File: config.mk
export PLATFORM = sky130hd
export DESIGN_NAME = output_protection_diag
export DESIGN_NICKNAME = d
export VERILOG_FILES = /design/src/rtl/prot_diag_pkg.sv /design/src/rtl/output_protection_diag.sv
export SDC_FILE = /design/constraint.sdc
export NUM_CORES = 1
export LEC_CHECK = 0
export ABC_AREA = 1
export BUFFER_PORTS_ARGS = -buffer_cell sky130_fd_sc_hd__buf_4
export CORE_ASPECT_RATIO = 2
export CORE_MARGIN = 3
export CORE_UTILIZATION = 44
export CTS_CLUSTER_DIAMETER = 60
export DETAILED_ROUTE_END_ITERATION = 6
export PLACE_DENSITY = 0.9
export SLEW_MARGIN = 20
export SYNTH_ARGS = -nofsm -noshare
export SYNTH_HDL_FRONTEND = slang
export SYNTH_SLANG_ARGS = --single-unit
File: constraint.sdc
create_clock -name clock -period 1.6 [get_ports clock]
set_input_delay 0 -clock clock [delete_from_list [all_inputs] [get_ports clock]]
set_output_delay 0 -clock clock [all_outputs]
set_load 0.02 [all_outputs]
File: src/rtl/prot_diag_pkg.sv
// package for the protection and diagnosis block: field positions, widths, port groups
// assumes the spi block decodes frames and hands over register bits as plain signals
package prot_diag_pkg;

   localparam int unsigned num_small_hs = 4;
   localparam int unsigned auto_recovery_bit = 4;
   localparam int unsigned kick_bit_pos = 16;
   localparam int unsigned restart_cnt_width = 3;
   localparam int unsigned wd_fail_cnt_width = 3;
   localparam logic [restart_cnt_width-1:0] restart_cnt_rst = 3'h0;
   localparam logic [wd_fail_cnt_width-1:0] wd_fail_cnt_rst = 3'h0;
   localparam logic [num_small_hs-1:0] small_hs_off = 4'h0;

   // fault inputs from the analog comparators, already synchronised
   typedef struct packed {
      logic supply_ov;
      logic supply_uv;
      logic thermal_one;
      logic thermal_two;
      logic main_reg_fail;
      logic temp_warn;
      logic [num_small_hs-1:0] small_oc;
      logic strong_oc;
      logic [num_small_hs-1:0] small_ol;
      logic strong_ol;
      logic lin_short_gnd;
      logic lin_short_bat;
      logic lin_dom_timeout;
   } fault_in_t;

   // latched diagnosis flags presented to the status registers
   typedef struct packed {
      logic supply_ov;
      logic supply_uv;
      logic [num_small_hs-1:0] small_oc;
      logic strong_oc;
      logic [num_small_hs-1:0] small_ol;
      logic strong_ol;
      logic lin_short_gnd;
      logic lin_short_bat;
      logic lin_dom_timeout;
   } diag_flags_t;

   // driver enables toward the output stages
   typedef struct packed {
      logic [num_small_hs-1:0] small_hs_en;
      logic strong_hs_en;
      logic [1:0] relay_en;
      logic lin_tx_en;
   } drive_t;

endpackage : prot_diag_pkg
File: src/rtl/output_protection_diag.sv
// protection and diagnosis logic: gates the output drivers on faults and latches diagnosis flags
// assumes all fault and control inputs are synchronous to clock (spi and comparators resynced upstream)
`timescale 1ns/1ns

////////////////////////////////////////////////////////////////////////////////
module output_protection_diag (
   input wire logic clock,
   input wire logic sys_rst,
   input wire prot_diag_pkg::fault_in_t faults,
   input wire logic active_mode,
   input wire logic reset_condition,
   input wire logic [prot_diag_pkg::num_small_hs-1:0] small_hs_ctrl,
   input wire logic strong_hs_ctrl,
   input wire logic [1:0] relay_ctrl,
   input wire logic lin_tx_ctrl,
   input wire logic [7:0] control_reg_two,
   input wire logic recovery_ctrl,
   input wire logic flag_clear_bit,
   input wire logic clear_strobe,
   input wire logic watchdog_fail,
   input wire logic watchdog_kick_missing,
   input wire logic watchdog_fail_event,
   input wire logic watchdog_kick_bit,
   input wire logic main_regulator_restart_fail,
   output prot_diag_pkg::drive_t drive,
   output prot_diag_pkg::diag_flags_t diag_flags,
   output logic status_kick_q,
   output logic [prot_diag_pkg::restart_cnt_width-1:0] restart_fail_count,
   output logic [prot_diag_pkg::wd_fail_cnt_width-1:0] wd_fail_count,
   output logic global_error
);

   ////////////////////////////////////////////////////////////////////////////////
   // supply fault hold: without auto recovery the outputs stay off until a clear

   logic supply_hold_q;
   logic supply_hold_d;
   logic supply_fault;
   logic auto_recover;
   logic clear_now;

   assign supply_fault = faults.supply_ov | faults.supply_uv;
   assign auto_recover = control_reg_two[prot_diag_pkg::auto_recovery_bit];
   assign clear_now = clear_strobe & flag_clear_bit;
   // set wins over the clear in the same cycle
   assign supply_hold_d = supply_fault | (supply_hold_q & ~auto_recover & ~clear_now);

   always_ff @(posedge clock or posedge sys_rst) begin
      if (sys_rst) begin
         supply_hold_q <= 1'b0;
      end else begin
         supply_hold_q <= supply_hold_d;
      end
   end

   ////////////////////////////////////////////////////////////////////////////////
   // over-current latches; the strong output may restart when recovery is set in active mode

   logic [prot_diag_pkg::num_small_hs-1:0] small_trip_q;
   logic [prot_diag_pkg::num_small_hs-1:0] small_trip_d;
   logic strong_trip_q;
   logic strong_trip_d;
   logic restart_ok;

   assign restart_ok = active_mode & recovery_ctrl;
   // a tripped small output stays off until its control bit is dropped
   assign small_trip_d = faults.small_oc | (small_trip_q & small_hs_ctrl);
   // with recovery set in active mode the trip does not latch past the fault input, so the stage retries;
   // without it the stage stays off while overload persists or ctrl is held
   assign strong_trip_d = faults.strong_oc | (strong_trip_q & strong_hs_ctrl & ~restart_ok);

   always_ff @(posedge clock or posedge sys_rst) begin
      if (sys_rst) begin
         small_trip_q <= prot_diag_pkg::small_hs_off;
         strong_trip_q <= 1'b0;
      end else begin
         small_trip_q <= small_trip_d;
         strong_trip_q <= strong_trip_d;
      end
   end

   ////////////////////////////////////////////////////////////////////////////////
   // driver gating

   logic hs_block;
   logic relay_block;
   prot_diag_pkg::drive_t drive_d;

   assign hs_block = reset_condition | supply_fault | supply_hold_q | faults.thermal_one
      | faults.thermal_two | watchdog_fail;
   assign relay_block = supply_fault | supply_hold_q | watchdog_fail | watchdog_kick_missing;
   // control inputs are never touched here, so drivers resume once the block lifts
   assign drive_d.small_hs_en = small_hs_ctrl & ~small_trip_d & {prot_diag_pkg::num_small_hs{~hs_block}};
   assign drive_d.strong_hs_en = strong_hs_ctrl & ~strong_trip_d & ~hs_block;
   assign drive_d.relay_en = relay_ctrl & {2{~relay_block}};
   assign drive_d.lin_tx_en = lin_tx_ctrl & ~(supply_fault | supply_hold_q);

   always_ff @(posedge clock or posedge sys_rst) begin
      if (sys_rst) begin
         drive <= '0;
      end else begin
         drive <= drive_d;
      end
   end

   ////////////////////////////////////////////////////////////////////////////////
   // latched diagnosis flags, sticky until a clear write

   prot_diag_pkg::diag_flags_t flag_set;
   prot_diag_pkg::diag_flags_t flags_d;

   assign flag_set.supply_ov = faults.supply_ov;
   assign flag_set.supply_uv = faults.supply_uv;
   assign flag_set.small_oc = faults.small_oc;
   assign flag_set.strong_oc = faults.strong_oc;
   assign flag_set.small_ol = faults.small_ol;
   assign flag_set.strong_ol = faults.strong_ol;
   assign flag_set.lin_short_gnd = faults.lin_short_gnd;
   assign flag_set.lin_short_bat = faults.lin_short_bat;
   assign flag_set.lin_dom_timeout = faults.lin_dom_timeout;
   assign flags_d = flag_set | (diag_flags & ~{$bits(diag_flags){clear_now}});

   always_ff @(posedge clock or posedge sys_rst) begin
      if (sys_rst) begin
         diag_flags <= '0;
      end else begin
         diag_flags <= flags_d;
      end
   end

   ////////////////////////////////////////////////////////////////////////////////
   // counters and status

   logic [prot_diag_pkg::restart_cnt_width-1:0] restart_d;
   logic [prot_diag_pkg::wd_fail_cnt_width-1:0] wd_d;
   logic global_d;

   // counters saturate rather than wrap so a long fault history is not hidden
   assign restart_d = (main_regulator_restart_fail && restart_fail_count != '1)
      ? restart_fail_count + 3'h1 : restart_fail_count;
   // a good kick (no failure, kick present) ends the consecutive run
   assign wd_d = (watchdog_fail_event && wd_fail_count != '1) ? wd_fail_count + 3'h1
      : (!watchdog_fail && !watchdog_kick_missing && !watchdog_fail_event) ? prot_diag_pkg::wd_fail_cnt_rst
      : wd_fail_count;
   assign global_d = (|diag_flags.small_oc) | diag_flags.strong_oc | diag_flags.supply_ov
      | diag_flags.supply_uv | faults.temp_warn | faults.thermal_one | faults.thermal_two
      | faults.main_reg_fail;

   always_ff @(posedge clock or posedge sys_rst) begin
      if (sys_rst) begin
         restart_fail_count <= prot_diag_pkg::restart_cnt_rst;
         wd_fail_count <= prot_diag_pkg::wd_fail_cnt_rst;
         status_kick_q <= 1'b0;
         global_error <= 1'b0;
      end else begin
         restart_fail_count <= restart_d;
         wd_fail_count <= wd_d;
         status_kick_q <= watchdog_kick_bit;
         global_error <= global_d;
      end
   end

   ////////////////////////////////////////////////////////////////////////////////
   // assertions

   property p_ov_off;
      @(posedge clock) disable iff (sys_rst)
      faults.supply_ov |=> (drive.small_hs_en == '0 && !drive.strong_hs_en && drive.relay_en == '0
         && !drive.lin_tx_en);
   endproperty
   a_ov_off: assert property (p_ov_off) else $error("outputs on during over-voltage");

   property p_uv_off;
      @(posedge clock) disable iff (sys_rst)
      faults.supply_uv |=> (drive.relay_en == '0 && !drive.lin_tx_en && !drive.strong_hs_en);
   endproperty
   a_uv_off: assert property (p_uv_off) else $error("outputs on during under-voltage");

   property p_ov_flag_holds;
      @(posedge clock) disable iff (sys_rst)
      (diag_flags.supply_ov && !clear_now) |=> diag_flags.supply_ov;
   endproperty
   a_ov_flag_holds: assert property (p_ov_flag_holds) else $error("ov flag lost without clear");

   property p_uv_flag;
      @(posedge clock) disable iff (sys_rst)
      faults.supply_uv |=> diag_flags.supply_uv;
   endproperty
   a_uv_flag: assert property (p_uv_flag) else $error("uv flag not set");

   property p_no_recover;
      @(posedge clock) disable iff (sys_rst)
      ($fell(supply_fault) && !auto_recover && !clear_now) |-> supply_hold_q;
   endproperty
   a_no_recover: assert property (p_no_recover) else $error("outputs recovered without auto recovery");

   property p_strong_oc;
      @(posedge clock) disable iff (sys_rst)
      faults.strong_oc |=> (!drive.strong_hs_en && diag_flags.strong_oc);
   endproperty
   a_strong_oc: assert property (p_strong_oc) else $error("strong output on during over-current");

   property p_thermal;
      @(posedge clock) disable iff (sys_rst)
      (faults.thermal_one || faults.thermal_two || reset_condition) |=> drive.small_hs_en == '0;
   endproperty
   a_thermal: assert property (p_thermal) else $error("high side on in thermal shutdown");

   property p_restart;
      @(posedge clock) disable iff (sys_rst)
      (strong_trip_q && !faults.strong_oc && restart_ok && strong_hs_ctrl && !hs_block) |=> drive.strong_hs_en;
   endproperty
   a_restart: assert property (p_restart) else $error("strong output not restarted");

   property p_no_restart;
      @(posedge clock) disable iff (sys_rst)
      (strong_trip_q && !restart_ok) |=> !drive.strong_hs_en;
   endproperty
   a_no_restart: assert property (p_no_restart) else $error("strong output restarted without recovery");

   property p_wd_relay;
      @(posedge clock) disable iff (sys_rst)
      (watchdog_fail || watchdog_kick_missing) |=> drive.relay_en == 2'h0;
   endproperty
   a_wd_relay: assert property (p_wd_relay) else $error("relay on during watchdog failure");

   property p_kick;
      @(posedge clock) disable iff (sys_rst)
      ##1 status_kick_q == $past(watchdog_kick_bit);
   endproperty
   a_kick: assert property (p_kick) else $error("kick status mismatch");

   property p_global;
      @(posedge clock) disable iff (sys_rst)
      diag_flags.supply_ov |=> global_error;
   endproperty
   a_global: assert property (p_global) else $error("global error missing");

   property p_global_warn;
      @(posedge clock) disable iff (sys_rst)
      (faults.temp_warn || faults.main_reg_fail || faults.thermal_one || faults.thermal_two
         || diag_flags.supply_uv || diag_flags.strong_oc) |=> global_error;
   endproperty
   a_global_warn: assert property (p_global_warn) else $error("global error misses a fault");

   property p_strong_ol;
      @(posedge clock) disable iff (sys_rst)
      faults.strong_ol |=> diag_flags.strong_ol;
   endproperty
   a_strong_ol: assert property (p_strong_ol) else $error("strong open-load flag not set");

   // one copy per small output, so a failure names the bit that broke
   for (genvar gi = 0; gi < prot_diag_pkg::num_small_hs; gi = gi + 1) begin : g_small_chk
      property p_small_oc;
         @(posedge clock) disable iff (sys_rst)
         faults.small_oc[gi] |=> (!drive.small_hs_en[gi] && diag_flags.small_oc[gi]);
      endproperty
      a_small_oc: assert property (p_small_oc) else $error("small output on during over-current");

      property p_small_ol;
         @(posedge clock) disable iff (sys_rst)
         faults.small_ol[gi] |=> diag_flags.small_ol[gi];
      endproperty
      a_small_ol: assert property (p_small_ol) else $error("small open-load flag not set");
   end

   property p_wd_hs;
      @(posedge clock) disable iff (sys_rst)
      watchdog_fail |=> (drive.small_hs_en == '0 && !drive.strong_hs_en);
   endproperty
   a_wd_hs: assert property (p_wd_hs) else $error("high side on during watchdog failure");

   // control bits survive a watchdog failure, so the programmed state must come back
   property p_wd_resume;
      @(posedge clock) disable iff (sys_rst)
      ($fell(watchdog_fail) && !reset_condition && !supply_fault && !supply_hold_q && !faults.thermal_one
         && !faults.thermal_two && small_trip_d == '0) |=> drive.small_hs_en == $past(small_hs_ctrl);
   endproperty
   a_wd_resume: assert property (p_wd_resume) else $error("high side did not resume after watchdog");

   property p_active;
      @(posedge clock) disable iff (sys_rst)
      (strong_trip_q && !active_mode) |=> !drive.strong_hs_en;
   endproperty
   a_active: assert property (p_active) else $error("strong output restarted outside active mode");

   property p_lin_gnd;
      @(posedge clock) disable iff (sys_rst)
      faults.lin_short_gnd |=> diag_flags.lin_short_gnd;
   endproperty
   a_lin_gnd: assert property (p_lin_gnd) else $error("lin short to ground flag not set");

   property p_lin_bat;
      @(posedge clock) disable iff (sys_rst)
      faults.lin_short_bat |=> diag_flags.lin_short_bat;
   endproperty
   a_lin_bat: assert property (p_lin_bat) else $error("lin short to battery flag not set");

   property p_lin_dom;
      @(posedge clock) disable iff (sys_rst)
      faults.lin_dom_timeout |=> diag_flags.lin_dom_timeout;
   endproperty
   a_lin_dom: assert property (p_lin_dom) else $error("lin dominant timeout flag not set");

   property p_restart_cnt;
      @(posedge clock) disable iff (sys_rst)
      (main_regulator_restart_fail && restart_fail_count != '1)
         |=> restart_fail_count == $past(restart_fail_count) + 3'h1;
   endproperty
   a_restart_cnt: assert property (p_restart_cnt) else $error("restart fail count did not step");

   property p_wd_cnt;
      @(posedge clock) disable iff (sys_rst)
      (watchdog_fail_event && wd_fail_count != '1)
         |=> wd_fail_count == $past(wd_fail_count) + 3'h1;
   endproperty
   a_wd_cnt: assert property (p_wd_cnt) else $error("watchdog fail count did not step");

   property p_wd_cnt_hold;
      @(posedge clock) disable iff (sys_rst)
      (watchdog_fail && !watchdog_fail_event) |=> wd_fail_count == $past(wd_fail_count);
   endproperty
   a_wd_cnt_hold: assert property (p_wd_cnt_hold) else $error("watchdog fail count lost while failing");

   property p_flag_sticky;
      @(posedge clock) disable iff (sys_rst)
      !clear_now |=> (diag_flags & $past(diag_flags)) == $past(diag_flags);
   endproperty
   a_flag_sticky: assert property (p_flag_sticky) else $error("flag dropped without clear");

   property p_clear;
      @(posedge clock) disable iff (sys_rst)
      (clear_now && flag_set == '0) |=> diag_flags == '0;
   endproperty
   a_clear: assert property (p_clear) else $error("flags not cleared by clear write");

   c_ov_event: cover property (@(posedge clock) disable iff (sys_rst) $rose(faults.supply_ov));
   c_restart: cover property (@(posedge clock) disable iff (sys_rst)
      strong_trip_q && restart_ok ##1 drive.strong_hs_en);
   c_clear: cover property (@(posedge clock) disable iff (sys_rst) clear_now && diag_flags.supply_ov);
   c_wd_fail: cover property (@(posedge clock) disable iff (sys_rst) watchdog_fail_event && wd_fail_count == '1);
   c_auto_recover: cover property (@(posedge clock) disable iff (sys_rst) $fell(supply_fault) && auto_recover);

endmodule : output_protection_diag

### After elaboration in Yosys (flattened, before gate mapping)

Index checks and enable logic that the tools add are counted.

* register bits after elaboration: 37
* bits of input ports: 47
* output and inout port bits: 31

* $add $sub $neg: 2
* eq/ne operators: 2
* mux-type cells: 2
* bitwise operators: 43
* reduce and logical (&&, ||, !) cells: 9

Operators with widths (count)
* bitwise OR 1 bit: 18
* bitwise AND 15 bit: 1
* inverter 15 bit: 1
* bitwise OR 15 bit: 1
* bitwise AND 4 bit: 3
* bitwise AND 1 bit: 9
* inverter 1 bit: 7
* adder 3 x 1 -> 3 bit, second input constant: 2
* 2-to-1 mux 3 bit: 2
* != test 3 bit, second input constant: 2
* logical AND 1 bit: 4
* inverter 4 bit: 1
* bitwise OR 4 bit: 1
* OR reduction 4 bit: 1
* zero test 1 bit: 3
* bitwise AND 2 bit: 1
* nonzero test 2 bit: 1

### Longest topological paths before layout

Gate-level depths: netlist of run 1.

* depth after elaboration: 8
* depth in mapped cells: 6
* depth with buffers taken out: 6

### Worst setup path before layout of run 1

Ideal clock, no wire load.

* kind: flip-flop to flip-flop
* from: reg wd_fail_count[0] in the netlist's numbering
* to: reg wd_fail_count[0] in the netlist's numbering
* setup time: 0.130 ns
* data arrival time: 1.196 ns
* data required time: 1.470 ns
* setup slack: 0.274 ns
* stages on the path, launching flop included: 7
* buffers on the path: 0
* period minus slack after synthesis: 1.326 ns
* cells stage by stage: dfrtp_1 ha_1 ha_1 nor2_2 inv_1 nand3_1 o21ai_1

* longest elaborated chain between the ends: 3
* elaborated cells between the ends (all ways): 5
* classes of those cells: add/sub (1); eq/ne (1); mux (1); reduce/logical (2)

Ends and longest elaborated chain
* from (decl): line output_protection_diag.sv:29 `output logic [prot_diag_pkg::wd_fail_cnt_width-1:0] wd_fail_count,`
* from (signal assigned): line output_protection_diag.sv:152 `wd_fail_count <= prot_diag_pkg::wd_fail_cnt_rst;`
* from (signal assigned): line output_protection_diag.sv:157 `wd_fail_count <= wd_d;`
* branches (longest 3 deep; another with adder 3 x 1 -> 3 bit)

Parallel ways; which one is timed is not known.
A chain may end at the register's enable or synchronous reset.

==> results by group, run 1 <==
Clock network
  – # clock sinks: 37
  – CTS H-Tree Depth: 2
  – Clock root cell: clkbuf_8
  – Total CTS buffers: 5
  – CTS resizes: 0
  – Worst-path clk slew: 0.07 ns
  – Clk_lat worst skew: 0.29 ns
  – Max clock buf depth: 2
  – CTS tree: yes

Power
  – Maximum vdd drop: 0.689 mV
  – Clock power frac: 31.4%
  – Share of power burned in registers: 42.5%
  – Pint: 1880 uW
  – Combinational share of power: 26.1%
  – P_leak: 0.00130 uW
  – PwrDens: 1080 nW/um^2
  – Switching pwr: 782 uW
  – Sw frac: 29.3%

Setup path
  – CP Max Fanout: 3
  – CP Launch Type: input pin
  – Worst Path Required: 1.83 ns
  – Worst-case reg-to-reg path depth: 3
  – Worst path arrival time: 1.69 ns
  – FF-to-FF End: global_error
  – WS Path Type: input pin to register
  – Slack of the worst reg-to-reg path: 0.17 ns
  – Setup crit end kind: register
  – CP endpoint: drive[2]
  – CP startpoint: faults[18]
  – Reg2reg start: diag_flags[13]

Logic synthesis
  – Post-synth ARST share: 100%
  – Post-synth top cells: 37 x dfrtp_1, 32 x nand2_1, 19 x inv_1
  – Synthesis Warnings: 0
  – Synth area leaders: dfrtp_1 63%, nand2_1 8.2%, inv_1 4.9%
  – #FFs+latches synth: 37
  – Ys flop type: dfrtp_1
  – Syn_nets: 191
  – Synth unique cells: 20
  – Post-synth top area share: 63.5%
  – Sequential share of the synthesized area: 63.5%
  – Synth Area per Inst: 10.4 um^2
  – Synth area leader: dfrtp_1
  – Top-count cell post-synth: dfrtp_1
  – Syn Inst Count: 140
  – EDFF count, synth: 0
  – Cell Area, Synth: 1460 um^2

Layout
  – Fin area: 2470 um^2
  – Layout cells sized above 1: 35.9%
  – Layout area overhead: 69.3%
  – Finished Layout Cells: 282
  – Post-layout net count: 301
  – # diodes: 0
  – Final Util: 77.4%

Floorplanning
  – Core area: 3190 um^2
  – Initial core utilization: 45.7%
  – Chip Width: 46.7 um
  – Io pins: 78
  – Row count: 29
  – Die ar.: 4080 um^2
  – Height of the die: 87.4 um

Drt
  – Vias/cell: 4.91
  – Routed len/inst: 15.1 um
  – Vias: 1386
  – DRT iter0 DRCs: 8
  – DRC: 0
  – Aggregate routed wire length: 4.25 mm
  – Detail Route Antenna Nets: 0
  – Initial DRT Pass Iterations: 4

Placement
  – Area after DPL: 2020 um^2
  – Dpl hpwl: 2.67 mm
  – Placed Cells: 241
  – IO buf count: 70
  – Final Wtd Congestion: 0.690

Flow run
  – Max_cap viols: 0

Timing
  – Tmin final: 1.46 ns
  – Setup TNS: 0 ns
  – Max Clock Freq: 685 MHz
  – Slew margin rel.: 68.0%
  – Slew at the pin with the worst max-slew slack: 0.480 ns
  – Fin. max-slew vios: 0
  – Final Skew: 0.00469 ns
  – RSZ-0062 raised after global routing: no
  – Period utilisation layout: 91.3%
  – Final hold violation count: 0
  – Final setup vio count: 0

Global route
  – Total GRT Usage: 23.1%
  – Initial antenna violation count: 0
  – First-pass GRT wire length: 6.63 mm
  – Largest net degree at the start of global routing: 38
  – Number of global-route vias before repair: 1461
  – Total grt overflow: 0

Outcome
  – Status: finished clean

Worst hold path
  – Worst min path class: input pin to register
-- layer usage --
layer  vias to the layer above  GRT usage (%)  routed length, um
met5                         -              0                  0
met4                         0           14.4                172
met3                        19           3.93                217
met2                        63           39.7               2360
met1                       646           24.6               1510
li1                        658              -                  -
-- critical path: stages --
cell and delay (ns):
dlygate4sd3_1 0.54, buf_4 0.14, inv_2 0.07, nand2_4 0.06, nor2_4 0.11, nand3_2 0.09
nor2_1 0.12, dlygate4sd3_1 0.56
-- what timing repair did --
| item | 4_1_cts | 5_1_grt |
|---|---|---|
| buffers inserted | 0 | 0 |
| hold buffers | 33 | 0 |
| hold endpoints to repair | 69 | 0 |
-- placed cells by master (no fill, tap or decap), types with 3 or more instances in the layout --
| cell type | count |
|---|---|
| a21o_1 | 8 |
| buf_4 | 71 |
| clkbuf_8 | 6 |
| dfrtp_1 | 37 |
| dlygate4sd3_1 | 33 |
| ha_1 | 4 |
| inv_1 | 19 |
| inv_2 | 3 |
| nand2_1 | 32 |
| nand3_1 | 13 |
| nor2_1 | 7 |
| nor3_1 | 3 |
-- power groups by stage --
stage | Sequential [uW] | Clock [uW] | Combinational, uW
floorplan | 1250 | 0 | 213
finish | 1130 | 837 | 697
CTS | 1130 | 854 | 677
detailed placement | 1150 | 0 | 613
global placement | 1140 | 0 | 585
global route | 1150 | 889 | 757
-- cell type report --
cell class,count,area [um^2]
flip-flops and latches,37,926
repair buffers,104,863
fillers,210,723
multi-input cells,80,439
clock buffers,6,82.6
inverters,22,82.6
well taps,31,38.8
clock inverters,2,37.5
-- flip-flops by register name, indices dropped and copies added, names as in the netlist --
| signal | count |
|---|---|
| diag_flags | 15 |
| drive | 8 |
| global_error | 1 |
| restart_fail_count | 3 |
| small_trip_q | 4 |
| status_kick_q | 1 |
| strong_trip_q | 1 |
| supply_hold_q | 1 |
| wd_fail_count | 3 |
-- through the flow --
stage	hold WS [ns]	total power (uW)	setup slack [ns]
6_report	0.0335	2670	0.140
5_1_grt	0.0547	2790	0.0778
4_1_cts	0.0240	2660	0.170
3_5_place_dp	0.112	1760	0.312
3_3_place_gp	0.111	1720	0.343
2_1_floorplan	0.0314	1460	0.274
-- worst min-delay path by stage --
stage / from / to / slack [ns] / cells after the start
floorplan: watchdog_kick_bit / status_kick_q / 0.03 / 0
global placement: watchdog_kick_bit / status_kick_q / 0.11 / 1
detailed placement: watchdog_kick_bit / status_kick_q / 0.11 / 1
CTS: control_reg_two[4] / supply_hold_q / 0.02 / 3
global route: control_reg_two[4] / supply_hold_q / 0.05 / 3
finish: control_reg_two[4] / supply_hold_q / 0.03 / 3
-- cell families after synthesis --
| logic type | share of synthesized area, % |
|---|---|
| AO/OA/AOI/OAI | 5.75 |
| XOR/XNOR | 0.600 |
| adder cells (fa/ha/maj) | 3.43 |
| buffers and inverters | 6.43 |
| flip-flops | 63.5 |
| AND/OR/NAND/NOR | 20.3 |
Note: power is estimated with default switching activity, not from simulation.
==> run 2, diff against run 1 <==
--- a/config.mk
+++ b/config.mk
@@ -7,12 +7,14 @@
 export LEC_CHECK = 0
 export ABC_AREA = 1
 export BUFFER_PORTS_ARGS = -buffer_cell sky130_fd_sc_hd__buf_4
+export CELL_PAD_IN_SITES_DETAIL_PLACEMENT = 2
+export CELL_PAD_IN_SITES_GLOBAL_PLACEMENT = 2
 export CORE_ASPECT_RATIO = 2
 export CORE_MARGIN = 3
-export CORE_UTILIZATION = 44
+export CORE_UTILIZATION = 25
 export CTS_CLUSTER_DIAMETER = 60
 export DETAILED_ROUTE_END_ITERATION = 6
-export PLACE_DENSITY = 0.9
+export PLACE_DENSITY = 0.89
 export SLEW_MARGIN = 20
 export SYNTH_ARGS = -nofsm -noshare
 export SYNTH_HDL_FRONTEND = slang
==> run 2 against run 1 <==
Total power down 0.42%. Sequential share of layout area shrank 0.54 points. Critical path depth is the same. Critical endpoint is now drive[1]. Largest cell class unchanged.
==> results by group, run 2 (same netlist as run 1, synthesis figures left out) <==
Setup path
  – CP Launch Type: input pin
  – Worst path arrival time: 1.66 ns (-0.03 ns)
  – Setup crit end kind: register
  – Worst Path Required: 1.82 ns (about the same)
  – CP Max Fanout: 3 (unchanged)
  – WS Path Type: input pin to register

Global route
  – First-pass GRT wire length: 7.99 mm (+21%)
  – Number of global-route vias before repair: 1629 (+11%)
  – Initial antenna violation count: 0 (unchanged)
  – Total GRT Usage: 15.8% (-7.3 points)
  – Total grt overflow: 0 (unchanged)
  – Largest net degree at the start of global routing: 38 (unchanged)

Timing
  – Max Clock Freq: 695 MHz (+1.5%)
  – Setup TNS: 0 ns (unchanged)
  – Slew margin rel.: 67.3% (-0.69 points)
  – Slew at the pin with the worst max-slew slack: 0.490 ns (+0.0104 ns)
  – Final hold violation count: 0 (unchanged)
  – Fin. max-slew vios: 0 (unchanged)
  – Final setup vio count: 0 (unchanged)
  – Final WS setup: 0.162 ns (+0.0219 ns)
  – Tmin final: 1.44 ns (-0.0219 ns)
  – RSZ-0062 raised after global routing: no
  – Period utilisation layout: 89.9% (-1.4 points)
  – Final Skew: 0.00368 ns (-0.00101 ns)

Worst hold path
  – Worst min path class: input pin to register

Layout
  – Largest register FFs: 15 (unchanged)
  – Most common cell after layout, fill and taps aside: buf_4
  – Fin area: 2510 um^2 (+1.5%)
  – Largest regs: diag_flags (15), drive (8), small_trip_q (4)
  – # diodes: 0 (unchanged)
  – FILL cells: 589 (+180%)
  – Layout area overhead: 71.8%
  – Most frequent cells in the layout: 71 x buf_4, 37 x dfrtp_1, 33 x dlygate4sd3_1, 32 x nand2_1, 19 x inv_1
  – Layout cells sized above 1: 35.9% (unchanged)
  – Biggest register: diag_flags
  – Post-layout net count: 301 (unchanged)
  – Finished Layout Cells: 311 (+10%)

Drt
  – Aggregate routed wire length: 4.95 mm (+16%)
  – DRT iter0 DRCs: 39 (+31)
  – Vias/cell: 4.50 (-8.3%)
  – DRC: 0 (unchanged)
  – Vias: 1401 (+1.1%)
  – Initial DRT Pass Iterations: 4 (unchanged)
  – Detail Route Antenna Nets: 0 (unchanged)
  – Routed len/inst: 15.9 um (+5.5%)

Placement
  – Final Wtd Congestion: 0.712 (+3.3%)
  – Area after DPL: 2060 um^2 (+1.8%)
  – Dpl hpwl: 3.30 mm (+23%)
  – Pre-CTS WS: 0.280 ns (-0.0321 ns)
  – Placed Cells: 270 (+12%)
  – IO buf count: 70 (unchanged)

Clock network
  – Total CTS buffers: 5 (unchanged)
  – Worst-path clk slew: 0.07 ns (about the same)
  – # clock sinks: 37 (unchanged)
  – Max clock buf depth: 2 (unchanged)
  – CTS tree: yes
  – Clk_lat worst skew: 0.28 ns (about the same)
  – CTS H-Tree Depth: 2 (unchanged)
  – Clock root cell: clkbuf_8
  – CTS resizes: 0 (unchanged)

Power
  – P_leak: 0.00130 uW (about the same)
  – PwrDens: 1060 nW/um^2 (-1.9%)
  – Maximum vdd drop: 0.510 mV (-26%)

Flow run
  – Max_cap viols: 0 (unchanged)

Floorplanning
  – Die ar.: 6840 um^2 (+68%)
  – Core area: 5520 um^2 (+73%)
  – Io pins: 78 (unchanged)
  – Row count: 38 (+31%)
  – Height of the die: 114 um (+30%)
  – Initial core utilization: 26.5% (-19 points)
  – Chip Width: 60.0 um (+28%)

Outcome
  – Status: finished clean
-- run 2: cell counts in the layout (fill, tap and decap cells not counted) --
Identical to the previous run, type by type.
-- run 2: worst max-delay path: stages --
cell and delay (ns):
dlygate4sd3_1 0.54, buf_4 0.13, inv_2 0.07, nand2_4 0.06, nor2_4 0.11, nand3_2 0.09
nor2_1 0.09, dlygate4sd3_1 0.56
-- run 2: report_power, final --
part           internal, uW  switching [uW]
Sequential             1040            84.7
Clock                   507             339
Combinational           334             349
Total                  1880             773
-- run 2: through the flow --
step | hold slack [ns] | power [uW] | util (%)
after floorplan | 0.0314 | 1460 | -
after global placement | 0.110 | 1740 | 37.3
after detailed placement | 0.116 | 1780 | 37.3
after CTS | 0.0221 | 2700 | 45.4
after global routing | 0.0479 | 2820 | 45.4
final | 0.0223 | 2650 | 45.4
-- run 2: timing repair --
item | 4_1_cts | 5_1_grt
endpoints found under the hold margin | 69 | 0
hold buffers | 33 | 0
buffers inserted | 0 | 0
-- run 2: layout make-up --
cell class | instances | area (um^2) | share of cell area, %
Tap cell | 60 | 75.1 | 3.00
Timing Repair Buffer | 104 | 863 | 34.4
Multi-Input combinational cell | 80 | 439 | 17.5
Inverter | 22 | 82.6 | 3.30
Clock buffer | 6 | 82.6 | 3.30
Clock inverter | 2 | 37.5 | 1.50
Sequential cell | 37 | 926 | 36.9
-- run 2: layer usage --
metal / vias to the layer above / part of all wire (%) / global-route usage [%]
li1: 656 / - / -
met1: 694 / 34 / 16.6
met2: 45 / 60 / 29.8
met3: 6 / 4.1 / 3.28
met4: 0 / 1.4 / 4.59
met5: - / 0 / 0
-- run 2: path summary, 6_finish.rpt --
path | slack (ns) | cells past startpoint | from | end
min | 0.02 | 4 | recovery_ctrl | strong_trip_q
min in group asynchronous | 0.42 | 4 | sys_rst | diag_flags[7]
max | 0.16 | 8 | faults[17] | drive[1]
max reg2reg | 0.18 | 3 | diag_flags[13] | global_error
min reg2reg | 0.49 | 1 | diag_flags[0] | diag_flags[0]
max in group asynchronous | 0.84 | 4 | sys_rst | wd_fail_count[2]
